**config.mk**
```make
export PLATFORM = sky130hd
export DESIGN_NAME = port_e_alt_function_mux
export DESIGN_NICKNAME = d
export VERILOG_FILES = /design/src/port_mux_pkg.sv /design/src/pin_override.sv /design/src/port_e_alt_function_mux.sv
export VERILOG_INCLUDE_DIRS = /design/src
export SDC_FILE = /design/constraint.sdc
export NUM_CORES = 1
export LEC_CHECK = 0
export BUFFER_PORTS_ARGS = -buffer_cell sky130_fd_sc_hd__clkbuf_2
export CAP_MARGIN = 40
export CORE_ASPECT_RATIO = 1.25
export CORE_MARGIN = 1.5
export CORE_UTILIZATION = 31
export DETAILED_ROUTE_END_ITERATION = 8
export PLACE_DENSITY = 0.82
export SYNTH_ARGS = -nofsm -noshare
export SYNTH_HDL_FRONTEND = slang
export SYNTH_SLANG_ARGS = --single-unit
```
**constraint.sdc**
```tcl
create_clock -name CLOCK_I -period 1.2 [get_ports CLOCK_I]
set_clock_uncertainty 0.15 [all_clocks]
set_input_delay 0.06 -clock CLOCK_I [delete_from_list [all_inputs] [get_ports CLOCK_I]]
set_output_delay 0.06 -clock CLOCK_I [all_outputs]
set_load 0.02 [all_outputs]
```
**src/port_mux_params.svh**
```systemverilog
// Constants for the port E / port F alternate function mux
`ifndef PORT_MUX_PARAMS_SVH
`define PORT_MUX_PARAMS_SVH
`define PORT_WIDTH        8
`define PE_RXD_BIT        0
`define PE_TXD_BIT        1
`define PE_USART_CLK_BIT  2
`define PE_AIN1_BIT       3
`define PE_SCL_BIT        4
`define PE_SDA_BIT        5
`define PE_DO_BIT         6
`define PE_CLK_OUT_BIT    7
`define PF_TCK_BIT        4
`define PF_TMS_BIT        5
`define PF_TDO_BIT        6
`define PF_TDI_BIT        7
`define CLK_DIV_RESET     8'h00
`endif

```
**src/port_mux_pkg.sv**
```systemverilog
// Types shared by the port override mux
package port_mux_pkg;
   // One override group per pin set
   typedef struct packed {
      logic [7:0] pullup_override_enable;
      logic [7:0] pullup_override_value;
      logic [7:0] dir_override_enable;
      logic [7:0] dir_override_value;
      logic [7:0] outval_override_enable;
      logic [7:0] outval_override_value;
      logic [7:0] input_en_override_enable;
      logic [7:0] input_en_override_value;
   } override_t;
   // Normal port settings of one port
   typedef struct packed {
      logic [7:0] out_bits;
      logic [7:0] dir_bits;
   } port_cfg_t;
endpackage : port_mux_pkg

```
**src/pin_override.sv**
```systemverilog
// Per-bit override selection of one eight bit port
`timescale 1ns/1ps
`default_nettype none
`include "port_mux_params.svh"
module pin_override
   import port_mux_pkg::*;
#(
   parameter int WIDTH = `PORT_WIDTH
)
(
   // Normal settings
   input  wire logic [WIDTH-1:0] out_bits_i,
   input  wire logic [WIDTH-1:0] dir_bits_i,
   input  wire logic             global_pullup_disable_i,
   // Overrides
   input  wire override_t        ovr_i,
   // Resolved pin controls
   output logic      [WIDTH-1:0] pin_out_o,
   output logic      [WIDTH-1:0] pin_oe_o,
   output logic      [WIDTH-1:0] pullup_o,
   output logic      [WIDTH-1:0] input_en_o
);
   genvar n;
   generate
      for (n = 0; n < WIDTH; n = n + 1)
      begin : g_bit
         logic dir;
         logic pu_norm;
         assign dir = ovr_i.dir_override_enable[n] ?
                      ovr_i.dir_override_value[n] : dir_bits_i[n];
         assign pin_oe_o[n] = dir;
         assign pin_out_o[n] = ovr_i.outval_override_enable[n] ?
                               ovr_i.outval_override_value[n] : out_bits_i[n];
         assign pu_norm = out_bits_i[n] & ~dir_bits_i[n] & ~global_pullup_disable_i;
         assign pullup_o[n] = ovr_i.pullup_override_enable[n] ?
                              ovr_i.pullup_override_value[n] : pu_norm;
         assign input_en_o[n] = ovr_i.input_en_override_enable[n] ?
                                ovr_i.input_en_override_value[n] : 1'b1;
      end
   endgenerate
endmodule : pin_override
`default_nettype wire

```
**src/port_e_alt_function_mux.sv**
```systemverilog
// Port E and port F alternate function override mux
`timescale 1ns/1ps
`default_nettype none
`include "port_mux_params.svh"
module port_e_alt_function_mux
   import port_mux_pkg::*;
#(
   parameter int WIDTH = `PORT_WIDTH
)
(
   // Clock, reset, enable
   input  wire logic             CLOCK_I,
   input  wire logic             RESET_I,
   input  wire logic             CLK_EN_I,
   // Port settings
   input  wire port_cfg_t        PORT_E_CFG_I,
   input  wire port_cfg_t        PORT_F_CFG_I,
   input  wire logic             GLOBAL_PULLUP_DISABLE_I,
   input  wire logic             CLOCK_OUT_FUSE_I,
   input  wire logic             DIVIDED_CLOCK_I,
   // Pin-change and comparator control
   input  wire logic [WIDTH-1:0] PINCHG_SOURCE_I,
   input  wire logic             PINCHG_GROUP0_ENABLE_I,
   input  wire logic             COMP_POS_INPUT_DISABLE_I,
   input  wire logic             COMP_NEG_INPUT_DISABLE_I,
   // Serial unit
   input  wire logic             RECEIVER_ENABLE_I,
   input  wire logic             TRANSMITTER_ENABLE_I,
   input  wire logic             TRANSMIT_DATA_I,
   input  wire logic             USART_SYNC_MODE_I,
   input  wire logic             USART_EXT_CLOCK_I,
   // Universal serial interface
   input  wire logic             TWO_WIRE_MODE_SEL_I,
   input  wire logic             THREE_WIRE_MODE_SEL_I,
   input  wire logic             SERIAL_IFACE_DATA_OUT_I,
   input  wire logic             SDA_LOW_REQ_I,
   input  wire logic             CLOCK_HOLD_LOW_I,
   input  wire logic             START_COND_INT_ENABLE_I,
   // Test access
   input  wire logic             JTAG_ENABLE_I,
   input  wire logic             JTAG_SHIFT_I,
   input  wire logic             JTAG_TDO_I,
   // Pins
   input  wire logic [WIDTH-1:0] PORT_E_PIN_I,
   input  wire logic [WIDTH-1:0] PORT_F_PIN_I,
   output logic      [WIDTH-1:0] PORT_E_OUT_O,
   output logic      [WIDTH-1:0] PORT_E_OE_O,
   output logic      [WIDTH-1:0] PORT_E_PULLUP_O,
   output logic      [WIDTH-1:0] PORT_F_OUT_O,
   output logic      [WIDTH-1:0] PORT_F_OE_O,
   output logic      [WIDTH-1:0] PORT_F_PULLUP_O,
   // Peripheral side
   output logic      [WIDTH-1:0] PINCHG_LEVEL_O,
   output logic      [WIDTH-1:0] PORT_E_IN_O,
   output logic                  USART_EXT_CLOCK_IN_O,
   output logic                  RECEIVE_DATA_O,
   output logic                  SERIAL_IFACE_DATA_IN_O,
   output logic                  SERIAL_IFACE_CLOCK_O,
   output logic                  JTAG_TDI_O,
   output logic                  JTAG_TMS_O,
   output logic                  JTAG_TCK_O
);
   override_t        ovr_e;
   override_t        ovr_f;
   logic [WIDTH-1:0] e_in_en;
   logic [WIDTH-1:0] f_in_en;
   logic [WIDTH-1:0] e_pin_out;
   logic [WIDTH-1:0] e_pin_oe;
   logic [WIDTH-1:0] e_pu;
   logic [WIDTH-1:0] f_pin_out;
   logic [WIDTH-1:0] f_pin_oe;
   logic [WIDTH-1:0] f_pu;
   logic [WIDTH-1:0] e_in_reg;
   logic [WIDTH-1:0] f_in_reg;
   logic [WIDTH-1:0] pc_en;
   logic             ext_clk_out_en;
   logic [WIDTH-1:0] test_in_pins;
   logic [WIDTH-1:0] e_out_bits;
   logic [WIDTH-1:0] e_dir_bits;

   assign e_out_bits = PORT_E_CFG_I.out_bits;
   assign e_dir_bits = PORT_E_CFG_I.dir_bits;
   assign pc_en = PINCHG_SOURCE_I & {WIDTH{PINCHG_GROUP0_ENABLE_I}};
   assign ext_clk_out_en = USART_SYNC_MODE_I & e_dir_bits[`PE_USART_CLK_BIT];

   always_comb
   begin
      ovr_e = '0;
      // Clock output; the fuse alone selects it, so reset cannot remove it
      ovr_e.dir_override_enable[`PE_CLK_OUT_BIT]   = CLOCK_OUT_FUSE_I;
      ovr_e.dir_override_value[`PE_CLK_OUT_BIT]    = 1'b1;
      ovr_e.outval_override_enable[`PE_CLK_OUT_BIT] = CLOCK_OUT_FUSE_I;
      ovr_e.outval_override_value[`PE_CLK_OUT_BIT] = DIVIDED_CLOCK_I;
      ovr_e.outval_override_enable[`PE_DO_BIT]     = THREE_WIRE_MODE_SEL_I;
      ovr_e.outval_override_value[`PE_DO_BIT]      = SERIAL_IFACE_DATA_OUT_I;
      // Two-wire open-drain: value held 0, direction carries the low
      ovr_e.pullup_override_enable[`PE_SDA_BIT]    = TWO_WIRE_MODE_SEL_I;
      ovr_e.pullup_override_enable[`PE_SCL_BIT]    = TWO_WIRE_MODE_SEL_I;
      ovr_e.dir_override_enable[`PE_SDA_BIT]       = TWO_WIRE_MODE_SEL_I;
      ovr_e.dir_override_enable[`PE_SCL_BIT]       = TWO_WIRE_MODE_SEL_I;
      ovr_e.dir_override_value[`PE_SDA_BIT]        =
         (SDA_LOW_REQ_I | e_out_bits[`PE_SDA_BIT]) & e_dir_bits[`PE_SDA_BIT];
      ovr_e.dir_override_value[`PE_SCL_BIT]        =
         (CLOCK_HOLD_LOW_I | e_out_bits[`PE_SCL_BIT]) & e_dir_bits[`PE_SCL_BIT];
      ovr_e.outval_override_enable[`PE_SDA_BIT]    =
         TWO_WIRE_MODE_SEL_I & e_dir_bits[`PE_SDA_BIT];
      ovr_e.outval_override_enable[`PE_SCL_BIT]    =
         TWO_WIRE_MODE_SEL_I & e_dir_bits[`PE_SCL_BIT];
      // Serial clock pin drives its pull-up off when it drives out
      ovr_e.pullup_override_enable[`PE_USART_CLK_BIT] = ext_clk_out_en;
      ovr_e.pullup_override_value[`PE_USART_CLK_BIT]  = 1'b0;
      ovr_e.outval_override_enable[`PE_USART_CLK_BIT] = ext_clk_out_en;
      ovr_e.outval_override_value[`PE_USART_CLK_BIT]  = USART_EXT_CLOCK_I;
      ovr_e.pullup_override_enable[`PE_TXD_BIT]    = TRANSMITTER_ENABLE_I;
      ovr_e.dir_override_enable[`PE_TXD_BIT]       = TRANSMITTER_ENABLE_I;
      ovr_e.dir_override_value[`PE_TXD_BIT]        = 1'b1;
      ovr_e.outval_override_enable[`PE_TXD_BIT]    = TRANSMITTER_ENABLE_I;
      ovr_e.outval_override_value[`PE_TXD_BIT]     = TRANSMIT_DATA_I;
      ovr_e.pullup_override_enable[`PE_RXD_BIT]    = RECEIVER_ENABLE_I;
      ovr_e.pullup_override_value[`PE_RXD_BIT]     =
         e_out_bits[`PE_RXD_BIT] & ~GLOBAL_PULLUP_DISABLE_I;
      ovr_e.dir_override_enable[`PE_RXD_BIT]       = RECEIVER_ENABLE_I;
      ovr_e.dir_override_value[`PE_RXD_BIT]        = 1'b0;
      // Digital input enables; pin-change sources keep the buffer alive
      ovr_e.input_en_override_enable = pc_en;
      ovr_e.input_en_override_value  = '1;
      ovr_e.input_en_override_enable[`PE_SDA_BIT] =
         pc_en[`PE_SDA_BIT] | START_COND_INT_ENABLE_I;
      ovr_e.input_en_override_enable[`PE_SCL_BIT] =
         pc_en[`PE_SCL_BIT] | START_COND_INT_ENABLE_I;
      ovr_e.input_en_override_enable[`PE_AIN1_BIT] =
         pc_en[`PE_AIN1_BIT] | COMP_NEG_INPUT_DISABLE_I;
      ovr_e.input_en_override_value[`PE_AIN1_BIT]  = pc_en[`PE_AIN1_BIT];
      ovr_e.input_en_override_enable[`PE_USART_CLK_BIT] =
         pc_en[`PE_USART_CLK_BIT] | COMP_POS_INPUT_DISABLE_I;
      ovr_e.input_en_override_value[`PE_USART_CLK_BIT]  = pc_en[`PE_USART_CLK_BIT];
   end

   always_comb
   begin
      ovr_f = '0;
      // Test pins reach the test port although their digital buffers are off
      test_in_pins = '0;
      test_in_pins[`PF_TDI_BIT] = JTAG_ENABLE_I;
      test_in_pins[`PF_TMS_BIT] = JTAG_ENABLE_I;
      test_in_pins[`PF_TCK_BIT] = JTAG_ENABLE_I;
      // Pull-ups tied to the enable alone so a reset does not drop them
      ovr_f.pullup_override_enable[`PF_TDI_BIT] = JTAG_ENABLE_I;
      ovr_f.pullup_override_enable[`PF_TMS_BIT] = JTAG_ENABLE_I;
      ovr_f.pullup_override_enable[`PF_TCK_BIT] = JTAG_ENABLE_I;
      ovr_f.pullup_override_enable[`PF_TDO_BIT] = JTAG_ENABLE_I;
      ovr_f.pullup_override_value[`PF_TDI_BIT]  = 1'b1;
      ovr_f.pullup_override_value[`PF_TMS_BIT]  = 1'b1;
      ovr_f.pullup_override_value[`PF_TCK_BIT]  = 1'b1;
      ovr_f.pullup_override_value[`PF_TDO_BIT]  = 1'b1;
      ovr_f.dir_override_enable[`PF_TDI_BIT]    = JTAG_ENABLE_I;
      ovr_f.dir_override_enable[`PF_TMS_BIT]    = JTAG_ENABLE_I;
      ovr_f.dir_override_enable[`PF_TCK_BIT]    = JTAG_ENABLE_I;
      ovr_f.dir_override_enable[`PF_TDO_BIT]    = JTAG_ENABLE_I;
      ovr_f.dir_override_value[`PF_TDO_BIT]     = JTAG_SHIFT_I;
      ovr_f.outval_override_enable[`PF_TDO_BIT] = JTAG_ENABLE_I;
      ovr_f.outval_override_value[`PF_TDO_BIT]  = JTAG_TDO_I;
      ovr_f.input_en_override_enable[`PF_TDI_BIT] = JTAG_ENABLE_I;
      ovr_f.input_en_override_enable[`PF_TMS_BIT] = JTAG_ENABLE_I;
      ovr_f.input_en_override_enable[`PF_TCK_BIT] = JTAG_ENABLE_I;
      ovr_f.input_en_override_enable[`PF_TDO_BIT] = JTAG_ENABLE_I;
   end

   pin_override #(.WIDTH(WIDTH)) u_port_e
   (
      .out_bits_i              (e_out_bits),
      .dir_bits_i              (e_dir_bits),
      .global_pullup_disable_i (GLOBAL_PULLUP_DISABLE_I),
      .ovr_i                   (ovr_e),
      .pin_out_o               (e_pin_out),
      .pin_oe_o                (e_pin_oe),
      .pullup_o                (e_pu),
      .input_en_o              (e_in_en)
   );

   pin_override #(.WIDTH(WIDTH)) u_port_f
   (
      .out_bits_i              (PORT_F_CFG_I.out_bits),
      .dir_bits_i              (PORT_F_CFG_I.dir_bits),
      .global_pullup_disable_i (GLOBAL_PULLUP_DISABLE_I),
      .ovr_i                   (ovr_f),
      .pin_out_o               (f_pin_out),
      .pin_oe_o                (f_pin_oe),
      .pullup_o                (f_pu),
      .input_en_o              (f_in_en)
   );

   // Pin drive is combinational so the clock output is not delayed
   assign PORT_E_OUT_O    = e_pin_out;
   assign PORT_E_OE_O     = e_pin_oe;
   assign PORT_E_PULLUP_O = e_pu;
   assign PORT_F_OUT_O    = f_pin_out;
   assign PORT_F_OE_O     = f_pin_oe;
   assign PORT_F_PULLUP_O = f_pu;

   // Input sampling; a disabled buffer reads as zero, except the port F test input pins
   always_ff @(posedge CLOCK_I or posedge RESET_I)
   begin
      if (RESET_I)
         e_in_reg <= `CLK_DIV_RESET;
      else if (CLK_EN_I)
         e_in_reg <= PORT_E_PIN_I & e_in_en;
   end

   always_ff @(posedge CLOCK_I or posedge RESET_I)
   begin
      if (RESET_I)
         f_in_reg <= `CLK_DIV_RESET;
      else if (CLK_EN_I)
         f_in_reg <= PORT_F_PIN_I & (f_in_en | test_in_pins);
   end

   assign PORT_E_IN_O            = e_in_reg;
   assign PINCHG_LEVEL_O         = e_in_reg;
   assign RECEIVE_DATA_O         = e_in_reg[`PE_RXD_BIT];
   assign USART_EXT_CLOCK_IN_O   =
      e_in_reg[`PE_USART_CLK_BIT] & ~e_dir_bits[`PE_USART_CLK_BIT];
   assign SERIAL_IFACE_DATA_IN_O = e_in_reg[`PE_SDA_BIT];
   assign SERIAL_IFACE_CLOCK_O   = e_in_reg[`PE_SCL_BIT];
   assign JTAG_TDI_O             = f_in_reg[`PF_TDI_BIT] & JTAG_ENABLE_I;
   assign JTAG_TMS_O             = f_in_reg[`PF_TMS_BIT] & JTAG_ENABLE_I;
   assign JTAG_TCK_O             = f_in_reg[`PF_TCK_BIT] & JTAG_ENABLE_I;

   property p_clk_drive;
      @(posedge CLOCK_I) disable iff (RESET_I)
      CLOCK_OUT_FUSE_I |-> PORT_E_OE_O[`PE_CLK_OUT_BIT] &&
         PORT_E_OUT_O[`PE_CLK_OUT_BIT] == DIVIDED_CLOCK_I;
   endproperty
   a_clk_drive: assert property (p_clk_drive) else $error("clock pin not driven");

   property p_clk_reset;
      @(posedge CLOCK_I) (RESET_I && CLOCK_OUT_FUSE_I) |->
         PORT_E_OUT_O[`PE_CLK_OUT_BIT] == DIVIDED_CLOCK_I;
   endproperty
   a_clk_reset: assert property (p_clk_reset) else $error("clock lost in reset");

   property p_rx_input;
      @(posedge CLOCK_I) disable iff (RESET_I)
      RECEIVER_ENABLE_I |-> !PORT_E_OE_O[`PE_RXD_BIT] &&
         PORT_E_PULLUP_O[`PE_RXD_BIT] ==
         (e_out_bits[`PE_RXD_BIT] && !GLOBAL_PULLUP_DISABLE_I);
   endproperty
   a_rx_input: assert property (p_rx_input) else $error("receive pin wrong");

   property p_tx_out;
      @(posedge CLOCK_I) disable iff (RESET_I)
      TRANSMITTER_ENABLE_I |-> PORT_E_OE_O[`PE_TXD_BIT] && !PORT_E_PULLUP_O[`PE_TXD_BIT]
         && PORT_E_OUT_O[`PE_TXD_BIT] == TRANSMIT_DATA_I;
   endproperty
   a_tx_out: assert property (p_tx_out) else $error("transmit pin wrong");

   property p_twi_low;
      @(posedge CLOCK_I) disable iff (RESET_I)
      (TWO_WIRE_MODE_SEL_I && e_dir_bits[`PE_SCL_BIT]) |->
         !PORT_E_OUT_O[`PE_SCL_BIT] && !PORT_E_PULLUP_O[`PE_SCL_BIT] &&
         PORT_E_OE_O[`PE_SCL_BIT] == (CLOCK_HOLD_LOW_I || e_out_bits[`PE_SCL_BIT]);
   endproperty
   a_twi_low: assert property (p_twi_low) else $error("two-wire clock wrong");

   property p_do_out;
      @(posedge CLOCK_I) disable iff (RESET_I)
      THREE_WIRE_MODE_SEL_I |-> PORT_E_OUT_O[`PE_DO_BIT] == SERIAL_IFACE_DATA_OUT_I;
   endproperty
   a_do_out: assert property (p_do_out) else $error("data out wrong");

   property p_jtag_pu;
      @(posedge CLOCK_I) JTAG_ENABLE_I |->
         PORT_F_PULLUP_O[`PF_TDI_BIT] && PORT_F_PULLUP_O[`PF_TMS_BIT] &&
         PORT_F_PULLUP_O[`PF_TCK_BIT];
   endproperty
   a_jtag_pu: assert property (p_jtag_pu) else $error("test pull-up off");

   property p_pinchg;
      @(posedge CLOCK_I) disable iff (RESET_I)
      (CLK_EN_I && PINCHG_SOURCE_I[0] && PINCHG_GROUP0_ENABLE_I) ##1 1'b1 |->
         PINCHG_LEVEL_O[0] == $past(PORT_E_PIN_I[0]);
   endproperty
   a_pinchg: assert property (p_pinchg) else $error("pin-change level lost");
endmodule : port_e_alt_function_mux
`default_nettype wire

```
# Word-level counts from Yosys, hierarchy flattened
# Cells that the tools add are included.
# word_totals
reg_bits,16
latch_bits,0
mem_bits_rw,0
mem_bits_ro,0
input_bits,79
output_inout_bits,71
elab_cells,97
memories,0
# op_classes
addsub,0
multipliers,0
div,0
n_lt_le_gt_ge,0
n_eq_ne,0
n_shift,0
muxes,28
n_bitwise,67
reduce_logical,0
# op_table
cell,n
AND 1 bit,42
2-to-1 mux 1 bit,28
NOT 1 bit,17
AND 8 bit,2
OR 8 bit,1
AND 4 bit,1
OR 1 bit,4

# Logic depth before layout (Yosys ltp)
# logic_depth
ltp_word,4
depth_mapped,4

# Modules after synthesis
# Synthesis repeated with hierarchy kept, for this count alone.
# unflattened
cells_unflattened,210
area_unflattened_um2,1639.1
# modules_own_cells
mod,instances,cells_each,area_each_um2,seq_area_each_um2
pin_override,2,65,471.7,0.0
port_e_alt_function_mux,1,80,695.7,275.3

# Least setup slack after synthesis
# OpenSTA, ideal clock, no wires.
# synth_timing
path_kind,in2out
start,input port GLOBAL_PULLUP_DISABLE_I
end,output port PORT_E_PULLUP_O[4]
t_arrival_ps,980
setup_slack_ps,10
path_stages,2
path_cell_list,clkbuf_2 -> nor4b_1
# synth_between
elab_chain_cells,3
# synth_rtl
item,line_no,source
"start, declared",port_e_alt_function_mux.sv:18,"input wire logic GLOBAL_PULLUP_DISABLE_I,"
NOT 1 bit,pin_override.sv:34,assign pu_norm = out_bits_i[n] & ~dir_bits_i[n] & ~global_pullup_disable_i;
AND 1 bit,pin_override.sv:34,
2-to-1 mux 1 bit,pin_override.sv:35,assign pullup_o[n] = ovr_i.pullup_override_enable[n] ?
"end, declared",port_e_alt_function_mux.sv:48,"output logic [WIDTH-1:0] PORT_E_PULLUP_O,"
# Every way passes these cells.

# Worst setup path after layout
# layout_timing
start,register e_in_reg[2] (netlist: PINCHG_LEVEL_O[2])
end,output port PINCHG_LEVEL_O[2]
# layout_lines
item,line_no,source
"start, declared",port_e_alt_function_mux.sv:73,logic [WIDTH-1:0] e_in_reg;
"start signal, assigned",port_e_alt_function_mux.sv:205,e_in_reg <= `CLK_DIV_RESET;
"start signal, assigned",port_e_alt_function_mux.sv:207,e_in_reg <= PORT_E_PIN_I & e_in_en;
"end, declared",port_e_alt_function_mux.sv:53,"output logic [WIDTH-1:0] PINCHG_LEVEL_O,"
# No word-level cell between the ends.

==> results by stage <==
Placement:
- Routability-driven placement finished with a final weighted congestion of 0.678.
- The half-perimeter wire length after placement is 2420 µm.
- Input and output buffers added on the ports amount to 137.
- Once placement finished, the instance area stood at 1480 µm².

STA:
- The transition time at the pin with the least slew margin is 413 ps.
- The worst pin sits at a relative slew slack of 72.4%.
- Setup repair after global routing left no endpoint under its margin.
- The timing-limited maximum frequency is 881 MHz.
- The final critical-path required period is 1140 ps.
- The number of endpoints with negative hold slack in the final report is 0.
- For the final routed database, the setup TNS stands at 0 ps.
- The final count of pins violating max slew is 0.
- The fraction of the cycle the final worst path needs is 94.6%.
- Setup violations remaining at the end of the flow were counted as 0.

Clock network:
- The total number of clock tree sinks is 11.
- CTS built an H-tree with a depth of 1.
- Clock-pin slew was measured on the worst setup and hold paths at 50 ps.
- The clock tree from TritonCTS is done.
- The root buffer cell is sky130_fd_sc_hd__clkbuf_8.
- The maximum clock insertion buffer count is 2.
- The source-to-sink clock delay at the later pin of the worst-skew pair is 230 ps.
- The number of clock buffers added by TritonCTS is 3.

Pwr:
- The total power per unit cell area is 880 nW/µm².
- Summed over all cells, the static leakage comes to 0.992 nW.
- IR analysis of the VDD net gives a maximum drop of 769 µV.
- The net switching power of the design is 0.550 mW.
- In this run, flip-flops and latches consume 29.4% of the power.
- The combinational power share is 46.0%.
- Of the total power, the share spent switching nets is 36.8%.
- The share of total power dissipated in the clock network is 24.6%.
- The internal power is 0.945 mW.

Global routing:
- The total overflow left after global routing is 0.
- The first global-routing pass estimated 4710 µm of wire.
- The global-route usage over all layers is 15.8%.
- Entering global routing, the biggest net connects 14 pins.
- The via count of the first global-routing pass was 1,141.
- The number of antenna violations at the first check in global routing was 0.

Route:
- In this run, the number of DRC markers left after iteration 0 of detailed routing was 12.
- The number of detailed-routing iterations run before antenna repair is 4.
- Once detail routing completed, the nets flagged for antenna violations numbered 0.
- After detailed routing, the number of remaining DRC violations is 0.
- Detailed routing inserted a total of 1,228 vias.
- The detail-routed via count per cell is 4.55.
- The wire length per cell after detailed routing is 11.8 µm.
- The overall routed net length is 3200 µm.

Setup path:
- The start-to-end type of the worst setup path is reg -> out.
- Of all nets on the critical path, the largest fanout is 4.
- The worst setup path is captured at a primary output.
- The worst endpoint data arrival time is 930 ps.
- Data on the critical path is required at its endpoint by 990 ps.
- STA classifies the critical path startpoint as a flip-flop.

Hold path:
- The worst hold path class is in -> reg.

Die:
- The number of placement rows is 23.
- The horizontal die dimension is 55.8 µm.
- The die covers 3840 µm².
- The core area is 3250 µm².
- The number of ports placed on the die boundary is 150.
- The initial core utilization is 33.2%.
- The die height is 68.9 µm.

Finish:
- The register with the most flip-flops in the layout has 8 of them.
- The layout overhead on the synthesized area is 57.5%.
- The number of antenna diodes in the final layout is 0.
- The post-layout instance area is 1700 µm².
- The share of final-layout standard cells stronger than drive strength 1 is 68.2%.
- The count of fill cells added during filler insertion is 304.
- The number of nets in the finished design is 313.

Synth:
- Yosys printed 0 warnings.
- The cell area after synthesis is 1080 µm².
- When the netlist entered floorplanning its net count stood at 198.
- The synthesized area divided by synthesized cell count is 9.06 µm².
- Synthesis handed over a netlist of 119 instances.
- The register bit count reported by yosys is 11.
- The part of the Yosys area used for sequential elements is 25.5%.
- The number of distinct standard cells referenced by the synthesized netlist is 20.

Job:
- The tool flagged a number of max-cap violations equal to 0.

Run status:
- The flow ran to the end, and the final reports show no timing, DRC or antenna violations.
Yosys cell counts, drive strengths merged:
master / n / share of area, %
buf: 46 / 32
mux2: 14 / 15
nor3: 1 / 0.46
a31oi: 2 / 1.2
nor4b: 2 / 1.6
and2: 3 / 1.7
mux2i: 2 / 1.9
or2: 2 / 1.2
a21boi: 4 / 2.8
nor2: 6 / 2.1
a21o: 4 / 2.8
nand2: 5 / 1.7
dfrtp: 11 / 26
nor2b: 5 / 2.9
nand2b: 1 / 0.58
nor3b: 9 / 6.3
inv: 1 / 0.35
clkbuf: 1 / 0.46
cells by family (layout without fill, tap and decap cells):
logic type	Yosys count	after routing	synth area share, %
buffers and inverters	48	162	32.7
and+or+nand+nor	34	34	18.6
muxes	16	16	16.5
DFF	11	11	25.5
AOI/OAI and AO/OA	10	10	6.73
what timing repair did:
item,CTS,global route
endpoints found under the setup margin,0,1
gates resized for setup,0,1
buffers inserted,0,1
hold buffers,17,0
endpoints found under the hold margin,22,0
metrics by stage:
stage	utilization, %	power [mW]	setup slack [ps]	instances	hold WS, ps
after floorplan	-	0.917	9.86	119	-238
after global placement	45.4	1.07	160	248	-105
after detailed placement	45.4	1.08	148	248	-102
after CTS	52.0	1.50	24.7	269	115
after global routing	52.3	1.58	14.3	270	143
final	52.3	1.49	64.9	270	128
power groups by stage:
| stage | Sequential [mW] | Combinational (mW) | Clock, mW |
|---|---|---|---|
| 2_1_floorplan | 0.473 | 0.444 | 0 |
| 3_3_place_gp | 0.442 | 0.628 | 0 |
| 3_5_place_dp | 0.446 | 0.636 | 0 |
| 4_1_cts | 0.440 | 0.679 | 0.386 |
| 5_1_grt | 0.445 | 0.740 | 0.399 |
| 6_report | 0.439 | 0.687 | 0.368 |
final cells by class:
| class | count | area, µm² | area share, % |
|---|---|---|---|
| timing repair buffer | 157 | 878 | 51.7 |
| multi-input combinational | 60 | 450 | 26.5 |
| sequential | 11 | 275 | 16.2 |
| tap | 37 | 46.3 | 2.72 |
| clock buffer | 4 | 45.0 | 2.65 |
| inverter | 1 | 3.75 | 0.221 |
worst max-delay path, stage by stage (launching register included):
cell,delay (ps)
sky130_fd_sc_hd__dfrtp_1,400
sky130_fd_sc_hd__buf_4,140
sky130_fd_sc_hd__clkbuf_2,140
layout by cell type, fill, tap and decap left out, drive strengths merged:
| cell type | instances |
|---|---|
| mux2 | 14 |
| a21o | 4 |
| nor2 | 6 |
| dfrtp | 11 |
| clkbuf | 140 |
| mux2i | 2 |
| buf | 4 |
| inv | 1 |
| nor2b | 5 |
| nor4b | 2 |
| a31oi | 2 |
| or2 | 2 |
| nor3 | 1 |
| and2 | 3 |
| a21boi | 4 |
| nor3b | 9 |
| nand2 | 5 |
| nand2b | 1 |
| dlygate4sd3 | 17 |
per-layer routing:
metal  track usage [%]  share of wire (%)
met1              13.6                 31
met2              33.0                 54
met3              5.04                 13
met4              7.32               0.88
met5                 0                  0
path summary, 6_finish.rpt:
path                                         from           endpoint  slack (ps)  cells past startpoint
worst min register to register        f_in_reg[5]        f_in_reg[5]         350                      1
worst max-delay path            PINCHG_LEVEL_O[2]  PINCHG_LEVEL_O[2]          60                      2
worst max register to register  PINCHG_LEVEL_O[1]  PINCHG_LEVEL_O[1]         260                      1
worst min-delay path                     CLK_EN_I  PINCHG_LEVEL_O[2]         130                      2
max in group asynchronous                 RESET_I  PINCHG_LEVEL_O[2]         390                      3
min in group asynchronous                 RESET_I  PINCHG_LEVEL_O[4]         220                      3
(Power assumes the default switching activity.)
